<file path="config.mk">
export PLATFORM = sky130hd
export DESIGN_NAME = chg_top
export DESIGN_NICKNAME = d
export VERILOG_FILES = /design/src/verilog/chg_sync.v /design/src/verilog/chg_dgl.v /design/src/verilog/chg_top.v
export VERILOG_INCLUDE_DIRS = /design/src /design/src/verilog
export SDC_FILE = /design/constraint.sdc
export NUM_CORES = 1
export LEC_CHECK = 0
export BUFFER_PORTS_ARGS = -buffer_cell sky130_fd_sc_hd__clkbuf_2
export CAP_MARGIN = 20
export CORE_MARGIN = 1
export CORE_UTILIZATION = 50
export CTS_CLUSTER_DIAMETER = 80
export DETAILED_ROUTE_END_ITERATION = 7
export HOLD_SLACK_MARGIN = 0.05
export PLACE_DENSITY = 0.68
export SYNTH_ARGS = -nofsm -noshare
export SYNTH_HDL_FRONTEND = slang
export SYNTH_HIERARCHICAL = 1
export SYNTH_SLANG_ARGS = --single-unit
</file>
<file path="constraint.sdc">
create_clock -name clk_i -period 3.6 [get_ports clk_i]
set_clock_uncertainty 0.05 [all_clocks]
set_input_delay 1.08 -clock clk_i [delete_from_list [all_inputs] [get_ports clk_i]]
set_output_delay 1.08 -clock clk_i [all_outputs]
set_load 0.005 [all_outputs]
</file>
<file path="src/verilog/chg_regs.vh">
// Constants for the charger control block: register map, fields, reset values, timing.
// Assumes a 25 MHz clk_i and a classic Wishbone slave with 32-bit data.
`ifndef CHG_REGS_VH
`define CHG_REGS_VH

// ----------------------------------------
// Register offsets (byte addresses)
// ----------------------------------------
`define CHG_ADR_CTRL      4'h0
`define CHG_ADR_CURR      4'h4
`define CHG_ADR_IRQ       4'h8
`define CHG_ADR_STATUS    4'hc

// ----------------------------------------
// Control register fields
// ----------------------------------------
`define CHG_CTRL_NTC      0
`define CHG_CTRL_STYLE    1
`define CHG_CTRL_SUSP     2
`define CHG_CTRL_VHOT     3
`define CHG_CTRL_VCOLD    4
`define CHG_CTRL_IHOT     5
`define CHG_CTRL_ICOLD    6
`define CHG_CTRL_MASK     7
`define CHG_CTRL_RST      8'h83
`define CHG_CURR_RST      4'h4
`define CHG_CURR_MAX      4'hb

// ----------------------------------------
// Status register fields
// ----------------------------------------
`define CHG_ST_INPUT_POWER_GOOD      0
`define CHG_ST_ZONE       1
`define CHG_ST_DONE       4
`define CHG_ST_THR        5
`define CHG_ST_SAFE       6
`define CHG_ST_BATTERY_ABSENT_FLAG      7
`define CHG_ST_RUN        8
`define CHG_ST_DPM        9
`define CHG_ST_MODE       10

// ----------------------------------------
// Charge modes
// ----------------------------------------
`define CHG_M_IDLE        3'h0
`define CHG_M_PRE         3'h1
`define CHG_M_FAST        3'h2
`define CHG_M_CV          3'h3
`define CHG_M_DONE        3'h4
`define CHG_M_FAULT       3'h5
`define CHG_M_SUSP        3'h6

// ----------------------------------------
// Timing (clock 25 MHz)
// ----------------------------------------
`define CHG_CLK_KHZ       25000
`define CHG_TERM_MS       25
`define CHG_RECHG_MS      100
`define CHG_WAKE_DG_MS    40
`define CHG_WAKE_PW_MS    70
`define CHG_TERM_CYC      (`CHG_TERM_MS * `CHG_CLK_KHZ)
`define CHG_RECHG_CYC     (`CHG_RECHG_MS * `CHG_CLK_KHZ)
`define CHG_WAKE_DG_CYC   (`CHG_WAKE_DG_MS * `CHG_CLK_KHZ)
`define CHG_WAKE_PW_CYC   (`CHG_WAKE_PW_MS * `CHG_CLK_KHZ)
`define CHG_FLASH4_CYC    (`CHG_CLK_KHZ * 125)
`define CHG_FLASH05_CYC   (`CHG_CLK_KHZ * 1000)
`define CHG_FAULT_CYC     (`CHG_CLK_KHZ * 1000 * 60)

`endif

</file>
<file path="src/verilog/chg_sync.v">
// Two-flop synchroniser, one per bit.
// Assumes inputs come from outside the clk_i domain.
`default_nettype none
module chg_sync #(
  parameter W = 1
) (
  input  wire         clk_i,
  input  wire         rst_i,
  input  wire         ce_i,
  input  wire [W-1:0] d_i,
  output wire [W-1:0] q_o
);
  reg [W-1:0] s1_r;
  reg [W-1:0] s2_r;
  always @(posedge clk_i) begin
    if (rst_i) begin
      s1_r <= {W{1'b0}};
      s2_r <= {W{1'b0}};
    end else if (ce_i) begin
      s1_r <= d_i;
      s2_r <= s1_r;
    end
  end
  assign q_o = s2_r;
endmodule
`default_nettype wire

</file>
<file path="src/verilog/chg_dgl.v">
// Deglitch counter: output rises once the condition has held for N cycles.
// Assumes the condition is already synchronous to clk_i.
`default_nettype none
module chg_dgl #(
  parameter N = 16,
  parameter W = 32
) (
  input  wire clk_i,
  input  wire rst_i,
  input  wire ce_i,
  input  wire cond_i,
  output wire done_o
);
  reg [W-1:0] cnt_r;
  always @(posedge clk_i) begin
    if (rst_i) begin
      cnt_r <= {W{1'b0}};
    end else if (ce_i) begin
      if (!cond_i) begin
        cnt_r <= {W{1'b0}};
      end else if (cnt_r != N[W-1:0]) begin
        cnt_r <= cnt_r + {{(W-1){1'b0}}, 1'b1};
      end
    end
  end
  assign done_o = (cnt_r == N[W-1:0]);
endmodule
`default_nettype wire

</file>
<file path="src/verilog/chg_top.v">
// Charger control, status and interrupt logic with a Wishbone register slave.
// Assumes comparator outputs arrive asynchronously; the bus is on clk_i.
`include "chg_regs.vh"
`default_nettype none
module chg_top #(
  parameter TERM_CYC    = `CHG_TERM_CYC,
  parameter RECHG_CYC   = `CHG_RECHG_CYC,
  parameter WAKE_DG_CYC = `CHG_WAKE_DG_CYC,
  parameter WAKE_PW_CYC = `CHG_WAKE_PW_CYC,
  parameter FLASH4_CYC  = `CHG_FLASH4_CYC,
  parameter FLASH05_CYC = `CHG_FLASH05_CYC,
  parameter FAULT_CYC   = `CHG_FAULT_CYC
) (
  // Clock, reset, enable
  input  wire        clk_i,
  input  wire        rst_i,
  input  wire        ce_i,
  // Wishbone slave
  input  wire        cyc_i,
  input  wire        stb_i,
  input  wire        we_i,
  input  wire [3:0]  adr_i,
  input  wire [3:0]  sel_i,
  input  wire [31:0] dat_i,
  output reg  [31:0] dat_o,
  output reg         ack_o,
  // Analog comparator inputs
  input  wire        pu_enable_i,
  input  wire        vbat_below_pre_i,
  input  wire        vbat_above_fast_i,
  input  wire        vbat_near_cv_i,
  input  wire        vbat_below_rechg_i,
  input  wire        ichg_below_term_i,
  input  wire        vin_above_uvlo_i,
  input  wire        vin_above_bat_os_i,
  input  wire        vin_above_ovp_i,
  input  wire        thermistor_above_absent_i,
  input  wire [2:0]  thermistor_zone_code_i,
  input  wire        die_thermal_reg_i,
  input  wire        dpm_active_i,
  input  wire        bat_plug_i,
  // Charger controls
  output reg         charge_enable_o,
  output reg         precharge_o,
  output reg         fault_current_o,
  output reg  [3:0]  fast_charge_current_code_o,
  output reg         cv_adjust_o,
  output reg         current_adjust_o,
  output reg         ntc_range_select_o,
  // Pins
  output reg         charge_indicator_pin_o,
  output reg         charge_indicator_pin_oe_o,
  output reg         irq_pin_o,
  output reg         irq_pin_oe_o,
  output reg         wake_pulse_o
);

  // ----------------------------------------
  // Input synchronisers
  // ----------------------------------------
  wire [15:0] raw;
  wire [15:0] syn;
  assign raw = {bat_plug_i, dpm_active_i, die_thermal_reg_i, thermistor_zone_code_i,
                thermistor_above_absent_i, vin_above_ovp_i, vin_above_bat_os_i,
                vin_above_uvlo_i, ichg_below_term_i, vbat_below_rechg_i,
                vbat_near_cv_i, vbat_above_fast_i, vbat_below_pre_i, pu_enable_i};
  chg_sync #(.W(16)) u_sync (
    .clk_i (clk_i),
    .rst_i (rst_i),
    .ce_i  (ce_i),
    .d_i   (raw),
    .q_o   (syn)
  );
  wire       en_s     = syn[0];
  wire       pre_s    = syn[1];
  wire       fast_s   = syn[2];
  wire       cv_s     = syn[3];
  wire       rechg_s  = syn[4];
  wire       term_s   = syn[5];
  wire       uvlo_s   = syn[6];
  wire       os_s     = syn[7];
  wire       ovp_s    = syn[8];
  wire       absent_s = syn[9];
  wire [2:0] zone_s   = syn[12:10];
  wire       thr_s    = syn[13];
  wire       dpm_s    = syn[14];
  wire       plug_s   = syn[15];

  // ----------------------------------------
  // Registers
  // ----------------------------------------
  reg  [7:0] ctrl_r;
  reg  [3:0] curr_r;
  reg        irq_r;
  reg  [2:0] mode_r;
  reg  [2:0] mode_nxt;
  reg        safe_r;
  reg  [9:0] flags_q_r;
  reg        pu_seen_r;
  reg        en_q_r;
  reg        susp_q_r;
  reg        ovp_q_r;
  reg        absent_q_r;
  reg        vin_q_r;
  reg        rechg_r;

  wire susp      = ctrl_r[`CHG_CTRL_SUSP];
  wire zone_ok   = (zone_s != 3'h0);
  wire input_power_good     = uvlo_s & os_s & ~ovp_s;
  wire battery_absent_flag     = en_s & absent_s;
  wire done_flag = (mode_r == `CHG_M_DONE) | rechg_r;
  wire run_flag  = (mode_r == `CHG_M_PRE) | (mode_r == `CHG_M_FAST) | (mode_r == `CHG_M_CV);

  // ----------------------------------------
  // Deglitch timers
  // ----------------------------------------
  wire term_done;
  wire rechg_done;
  chg_dgl #(.N(TERM_CYC)) u_term (
    .clk_i  (clk_i),
    .rst_i  (rst_i),
    .ce_i   (ce_i),
    .cond_i ((mode_r == `CHG_M_CV) & cv_s & term_s),
    .done_o (term_done)
  );
  chg_dgl #(.N(RECHG_CYC)) u_rechg (
    .clk_i  (clk_i),
    .rst_i  (rst_i),
    .ce_i   (ce_i),
    .cond_i ((mode_r == `CHG_M_DONE) & rechg_s),
    .done_o (rechg_done)
  );

  // ----------------------------------------
  // Fault release and safety timer
  // ----------------------------------------
  wire release_evt = (en_s ^ en_q_r) | (susp ^ susp_q_r) | (ovp_s & ~ovp_q_r)
                   | (absent_s & ~absent_q_r) | (input_power_good & ~vin_q_r);
  reg [31:0] safe_cnt_r;
  always @(posedge clk_i) begin
    if (rst_i) begin
      safe_cnt_r <= 32'h0;
    end else if (ce_i) begin
      if (release_evt || mode_r == `CHG_M_IDLE || mode_r == `CHG_M_DONE) begin
        safe_cnt_r <= 32'h0;
      end else if (mode_r == `CHG_M_FAST && zone_ok && safe_cnt_r != FAULT_CYC[31:0]) begin
        safe_cnt_r <= safe_cnt_r + 32'h1;
      end
    end
  end
  wire fault_hit = (safe_cnt_r == FAULT_CYC[31:0]);

  // ----------------------------------------
  // Charge mode machine
  // ----------------------------------------
  always @* begin
    mode_nxt = mode_r;
    case (mode_r)
      `CHG_M_IDLE:  if (input_power_good && !absent_s) mode_nxt = pre_s ? `CHG_M_PRE : `CHG_M_FAST;
      `CHG_M_PRE:   if (fast_s) mode_nxt = `CHG_M_FAST;
      `CHG_M_FAST:  begin
        if (fault_hit) mode_nxt = `CHG_M_FAULT;
        else if (pre_s) mode_nxt = `CHG_M_PRE;
        else if (cv_s) mode_nxt = `CHG_M_CV;
      end
      `CHG_M_CV:    if (term_done) mode_nxt = `CHG_M_DONE;
      `CHG_M_DONE:  if (rechg_done) mode_nxt = `CHG_M_FAST;
      `CHG_M_FAULT: if (release_evt) mode_nxt = `CHG_M_IDLE;
      `CHG_M_SUSP:  if (!susp) mode_nxt = `CHG_M_IDLE;
      default:      mode_nxt = `CHG_M_IDLE;
    endcase
    if (susp) mode_nxt = `CHG_M_SUSP;
    else if ((!input_power_good || absent_s) && mode_r != `CHG_M_FAULT) mode_nxt = `CHG_M_IDLE;
  end

  // ----------------------------------------
  // Indicator flash timebases
  // ----------------------------------------
  reg [31:0] f4_cnt_r;
  reg [31:0] f05_cnt_r;
  reg        f4_r;
  reg        f05_r;
  always @(posedge clk_i) begin
    if (rst_i) begin
      f4_cnt_r  <= 32'h0;
      f05_cnt_r <= 32'h0;
      f4_r      <= 1'b0;
      f05_r     <= 1'b0;
    end else if (ce_i) begin
      if (f4_cnt_r == FLASH4_CYC[31:0] - 32'h1) begin
        f4_cnt_r <= 32'h0;
        f4_r     <= ~f4_r;
      end else begin
        f4_cnt_r <= f4_cnt_r + 32'h1;
      end
      if (f05_cnt_r == FLASH05_CYC[31:0] - 32'h1) begin
        f05_cnt_r <= 32'h0;
        f05_r     <= ~f05_r;
      end else begin
        f05_cnt_r <= f05_cnt_r + 32'h1;
      end
    end
  end

  // ----------------------------------------
  // Wake pulse
  // ----------------------------------------
  wire       wake_dg;
  reg        wake_dg_q_r;
  reg [31:0] wake_cnt_r;
  wire       vin_above_ok = uvlo_s;
  chg_dgl #(.N(WAKE_DG_CYC)) u_wake (
    .clk_i  (clk_i),
    .rst_i  (rst_i),
    .ce_i   (ce_i),
    .cond_i (plug_s | vin_above_ok),
    .done_o (wake_dg)
  );
  always @(posedge clk_i) begin
    if (rst_i) begin
      wake_dg_q_r  <= 1'b0;
      wake_cnt_r   <= 32'h0;
      wake_pulse_o <= 1'b0;
    end else if (ce_i) begin
      wake_dg_q_r <= wake_dg;
      if (wake_cnt_r != 32'h0) begin
        wake_cnt_r   <= wake_cnt_r - 32'h1;
        wake_pulse_o <= (wake_cnt_r != 32'h1);
      end else if (wake_dg && !wake_dg_q_r && !en_s) begin
        wake_cnt_r   <= WAKE_PW_CYC[31:0];
        wake_pulse_o <= 1'b1;
      end else begin
        wake_pulse_o <= 1'b0;
      end
    end
  end

  // ----------------------------------------
  // Interrupt events
  // ----------------------------------------
  wire [9:0] flags = {dpm_s, run_flag, battery_absent_flag, safe_r, thr_s, done_flag, zone_s, input_power_good};
  wire [9:0] chg   = flags ^ flags_q_r;
  wire       evt_run  = flags_q_r[8] & ~run_flag;
  wire       evt_dpm  = chg[9] & ~ctrl_r[`CHG_CTRL_MASK];
  wire       evt_on   = ~pu_seen_r & en_s & (input_power_good | battery_absent_flag | ~zone_ok | done_flag | thr_s | safe_r
                      | (dpm_s & ~ctrl_r[`CHG_CTRL_MASK]));
  wire       evt_any  = (pu_seen_r & ((|chg[7:0]) | evt_run | evt_dpm)) | evt_on;
  wire       wr       = cyc_i & stb_i & we_i & ~ack_o;
  wire       irq_wr0  = wr && adr_i == `CHG_ADR_IRQ && sel_i[0] && !dat_i[0];

  always @(posedge clk_i) begin
    if (rst_i) begin
      flags_q_r  <= 10'h0;
      pu_seen_r  <= 1'b0;
      irq_r      <= 1'b0;
      en_q_r     <= 1'b0;
      susp_q_r   <= 1'b0;
      ovp_q_r    <= 1'b0;
      absent_q_r <= 1'b0;
      vin_q_r    <= 1'b0;
      safe_r     <= 1'b0;
      mode_r     <= `CHG_M_IDLE;
      rechg_r    <= 1'b0;
    end else if (ce_i) begin
      flags_q_r  <= flags;
      pu_seen_r  <= en_s;
      en_q_r     <= en_s;
      susp_q_r   <= susp;
      ovp_q_r    <= ovp_s;
      absent_q_r <= absent_s;
      vin_q_r    <= input_power_good;
      safe_r     <= (mode_nxt == `CHG_M_FAULT);
      mode_r     <= mode_nxt;
      // Done stays up through a recharge after termination
      if (mode_r == `CHG_M_DONE && mode_nxt == `CHG_M_FAST) begin
        rechg_r <= 1'b1;
      end else if (mode_nxt != `CHG_M_FAST && mode_nxt != `CHG_M_CV) begin
        rechg_r <= 1'b0;
      end
      if (evt_any) irq_r <= 1'b1;
      else if (irq_wr0 || (en_s && !pu_seen_r)) irq_r <= 1'b0;
    end
  end

  // ----------------------------------------
  // Wishbone slave
  // ----------------------------------------
  always @(posedge clk_i) begin
    if (rst_i) begin
      ctrl_r <= `CHG_CTRL_RST;
      curr_r <= `CHG_CURR_RST;
      ack_o  <= 1'b0;
      dat_o  <= 32'h0;
    end else if (ce_i) begin
      ack_o <= cyc_i & stb_i & ~ack_o;
      dat_o <= 32'h0;
      if (wr && adr_i == `CHG_ADR_CTRL && sel_i[0]) ctrl_r <= dat_i[7:0];
      if (wr && adr_i == `CHG_ADR_CURR && sel_i[0]) curr_r <= dat_i[3:0];
      if (cyc_i && stb_i && !we_i && !ack_o) begin
        case (adr_i)
          `CHG_ADR_CTRL:   dat_o <= {24'h0, ctrl_r};
          `CHG_ADR_CURR:   dat_o <= {28'h0, curr_r};
          `CHG_ADR_IRQ:    dat_o <= {31'h0, irq_r};
          `CHG_ADR_STATUS: dat_o <= {19'h0, mode_r, flags};
          default:         dat_o <= 32'h0;
        endcase
      end
    end
  end

  // ----------------------------------------
  // Outputs
  // ----------------------------------------
  wire hot  = (zone_s == 3'h5);
  wire cold = (zone_s == 3'h2);
  always @(posedge clk_i) begin
    if (rst_i) begin
      charge_enable_o            <= 1'b0;
      precharge_o                <= 1'b0;
      fault_current_o            <= 1'b0;
      fast_charge_current_code_o <= `CHG_CURR_RST;
      cv_adjust_o                <= 1'b0;
      current_adjust_o           <= 1'b0;
      ntc_range_select_o         <= 1'b1;
      charge_indicator_pin_o     <= 1'b0;
      charge_indicator_pin_oe_o  <= 1'b0;
      irq_pin_o                  <= 1'b0;
      irq_pin_oe_o               <= 1'b0;
    end else if (ce_i) begin
      charge_enable_o    <= run_flag & zone_ok;
      precharge_o        <= (mode_r == `CHG_M_PRE);
      fault_current_o    <= (mode_r == `CHG_M_FAULT);
      fast_charge_current_code_o <= (curr_r > `CHG_CURR_MAX) ? `CHG_CURR_MAX : curr_r;
      cv_adjust_o        <= (hot & ~ctrl_r[`CHG_CTRL_VHOT]) | (cold & ~ctrl_r[`CHG_CTRL_VCOLD]);
      current_adjust_o   <= (hot & ~ctrl_r[`CHG_CTRL_IHOT]) | (cold & ~ctrl_r[`CHG_CTRL_ICOLD]);
      ntc_range_select_o <= ctrl_r[`CHG_CTRL_NTC];
      charge_indicator_pin_o <= 1'b0;
      if (mode_r == `CHG_M_FAULT) begin
        charge_indicator_pin_oe_o <= f4_r;
      end else if (run_flag && !zone_ok) begin
        charge_indicator_pin_oe_o <= f05_r;
      end else if (run_flag) begin
        charge_indicator_pin_oe_o <= ctrl_r[`CHG_CTRL_STYLE] ? f05_r : 1'b1;
      end else begin
        charge_indicator_pin_oe_o <= 1'b0;
      end
      irq_pin_o    <= 1'b0;
      irq_pin_oe_o <= irq_r;
    end
  end

endmodule
`default_nettype wire

</file>
==> results.cfg <==
[run]
drv_cap = 0

[route]
via_count = 14400
ant_nets = 0
wirelength_um = 39900
drt-vias-per-instance = 5.99
drtIter0Drc = 989
drcViolationCount = 0
wl_per_cell_um = 16.6
first_pass_iters = 7

[placed_design]
gp_congestion = 0.919
numPlacedInstances = 2335
dp_hpwl_um = 27400
port_buffers = 61

[critical_path]
rr_worst_depth = 9
rr_startpoint = u_wake/cnt_r[1]
critical_path.startpoint_type = register
cp_max_fo = 10
crit_buf_inv = 1
r2r_slack_ns = 0.40
path_cells = inv_1, ha_1, nor4b_1, nand4_1, nor2_2, or4b_2, a21oi_1, a211oi_1, a311oi_1
critical_path.top_delay_family = simple AND/OR/NAND/NOR gates
critPathCaptureType = register
required_ns = 3.97
critPathArrivalTime_ns = 3.58
worstSetupPathDepth = 9
cp_slowest_cell = or4b_2
max_stage_delay_ns = 0.78
critical_path_class = reg -> reg
r2r-end = wake_cnt_r[9]

[floorplan]
initial_core_util = 0.510
core_area_sq_um = 31600
die_w_um = 182
dieHeight_um = 182
io_pins = 110
rows = 65
dieArea_sq_um = 33000

[global_routing]
grt_use_total = 0.241
grt_pass1_wl_um = 66600
grt_max_degree = 58
grt_pass1_vias = 13300
antenna_found_initial = 0
grt-ovfl-total = 0

[pwr]
vdd_drop_max_v = 0.000346
seq_power_share = 0.392
p_int_uw = 7140
power_uw = 9970
p_per_area_nw_per_um2 = 550
swShare = 0.284
pwr-share-clk = 0.417
p_sw_uw = 2830
p_comb_frac = 0.190
p_leak_uw = 0.00652

[clocking]
clk_latency_ns = 0.53
htreeDepth = 2
clockBufferDepth = 3
cts_tree = done
cts.clk_slew.worst_paths_ns = 0.06
postCtsSetupBuffers = 0
clkSinkCount = 318
numCtsBuffers = 37
hold_buffers = 0
cts_root_buf = clkbuf_16
cts_resized = 0

[synth]
async_flop_share = 0
synthFlopType = dfxtp_1
synth_area_per_cell_sq_um = 8.40
synthCells = 1920
yosys_warnings = 6
yosys_register_bits = 318
yosysSeqAreaShare = 0.395
synth_cell_types = 96
synth_edf_count = 0
mappedNetlistArea_sq_um = 16100

[sta]
rsz0062_at_grt = no
drv_slew = 0
relSlewSlack = 0.421
tightest_slew_ns = 0.866
report.final.setup_viol = 0
period_minus_slack_ns = 3.20
fin_tns_setup_ns = 0
layout_worst_path_cycle_share = 0.890
fmax_ghz = 0.312
hold_viol_final = 0

[finish]
instances_no_fill = 2403
area_delta_synth_final_pct = 12.4
num_antenna_cells = 0
n_fill_cell = 2841
fin_nets = 2049
final_util = 0.573
final_cell_mix = dfxtp_1 (318), nor2_1 (270), nand2_1 (152)
final_common_cell = dfxtp_1
layout-drive-gt1-share = 0.120

[worst_hold_path]
hold_depth = 2
min_path_type = reg -> reg
hp-start = fast_charge_current_code_o[2]
holdPathEnd = fast_charge_current_code_o[2]

[status]
status = finished clean
-- synthesized netlist by cell type (34+ instances only) --
library cell | number | area, sq um
o21ai_0 | 90 | 450
and3_1 | 34 | 213
xnor2_1 | 46 | 403
inv_1 | 34 | 128
nor4_1 | 34 | 213
clkbuf_1 | 58 | 218
nand3_1 | 72 | 360
xor2_1 | 59 | 517
a21oi_1 | 96 | 480
nor2_1 | 270 | 1010
mux2i_1 | 70 | 701
nand4_1 | 75 | 469
or3_1 | 35 | 219
nor3_1 | 45 | 225
dfxtp_1 | 318 | 6370
nand2_1 | 152 | 571
-- flip-flops by register name, indices dropped and copies added, names as in the netlist, 3 cells and up --
| register | count |
|---|---|
| ctrl_r | 8 |
| curr_r | 4 |
| dat_o | 13 |
| f05_cnt_r | 32 |
| f4_cnt_r | 32 |
| fast_charge_current_code_o | 4 |
| flags_q_r | 10 |
| mode_r | 3 |
| safe_cnt_r | 32 |
| u_rechg/cnt_r | 32 |
| u_sync/q_o | 16 |
| u_sync/s1_r | 16 |
| u_term/cnt_r | 32 |
| u_wake/cnt_r | 32 |
| wake_cnt_r | 32 |
-- kinds of logic (layout without fill, tap and decap cells) --
| family | count (synthesis) | count (layout) | synth area share |
|---|---|---|---|
| AO/OA/AOI/OAI | 383 | 383 | 0.156 |
| XOR/XNOR | 105 | 105 | 0.0570 |
| adder cells (fa/ha/maj) | 15 | 15 | 0.0116 |
| buffers and inverters | 149 | 210 | 0.0459 |
| flip-flops | 318 | 318 | 0.395 |
| multiplexers | 71 | 71 | 0.0448 |
| other | 1 | 21 | 0.000233 |
| AND/OR/NAND/NOR | 878 | 878 | 0.290 |
-- worst reg2reg max path: stages, from the launching register on --
cell      delay (ns)
dfxtp_1         0.36
inv_1           0.09
ha_1            0.16
nor4b_1         0.23
nand4_1         0.23
nor2_2          0.23
or4b_2          0.79
a21oi_1         0.55
a211oi_1        0.16
a311oi_1        0.25
-- through the flow --
| stage | setup WS, ns | instance area, sq um | hold WS, ns |
|---|---|---|---|
| 6_report | 0.396 | 18100 | 0.428 |
| 5_1_grt | 0.213 | 18100 | 0.452 |
| 4_1_cts | 0.413 | 18100 | 0.426 |
| 3_5_place_dp | 0.281 | 16700 | 0.413 |
| 3_3_place_gp | 0.358 | 16700 | 0.411 |
| 2_1_floorplan | 0.565 | 16200 | 0.386 |
-- worst max-delay path by stage --
stage / startpoint / endpoint / slack [ns]
floorplan: ce_i / wake_cnt_r[9] / 0.56
global placement: ce_i / wake_cnt_r[13] / 0.36
detailed placement: ce_i / wake_cnt_r[9] / 0.28
CTS: u_wake/cnt_r[1] / wake_cnt_r[9] / 0.41
global route: u_wake/cnt_r[1] / wake_cnt_r[13] / 0.21
finish: u_wake/cnt_r[1] / wake_cnt_r[9] / 0.40
-- power groups by stage --
stage	clock network, uW	logic [uW]	registers [uW]
after floorplan	0	1490	3930
after global placement	0	1840	3970
after detailed placement	0	1870	3980
after CTS	4250	1890	3910
after global routing	4400	2100	3930
final	4160	1900	3910
-- per-layer routing --
| layer | up-vias | global-route usage | share of wire |
|---|---|---|---|
| met3 | 70 | 0.0327 | 0.048 |
| met2 | 369 | 0.402 | 0.47 |
| li1 | 7093 | - | - |
| met5 | - | 0 | 0 |
| met1 | 6850 | 0.318 | 0.45 |
| met4 | 0 | 0.0905 | 0.029 |
-- cell type report --
class | instances | area (sq um) | area share
inverters | 38 | 143 | 0.00787
repair buffers | 104 | 641 | 0.0353
clock inverters | 16 | 270 | 0.0149
multi-input cells | 1473 | 9100 | 0.502
clock buffers | 52 | 1100 | 0.0610
flip-flops and latches | 318 | 6370 | 0.351
well taps | 402 | 503 | 0.0278
Note: power is estimated with default switching activity, not from simulation.
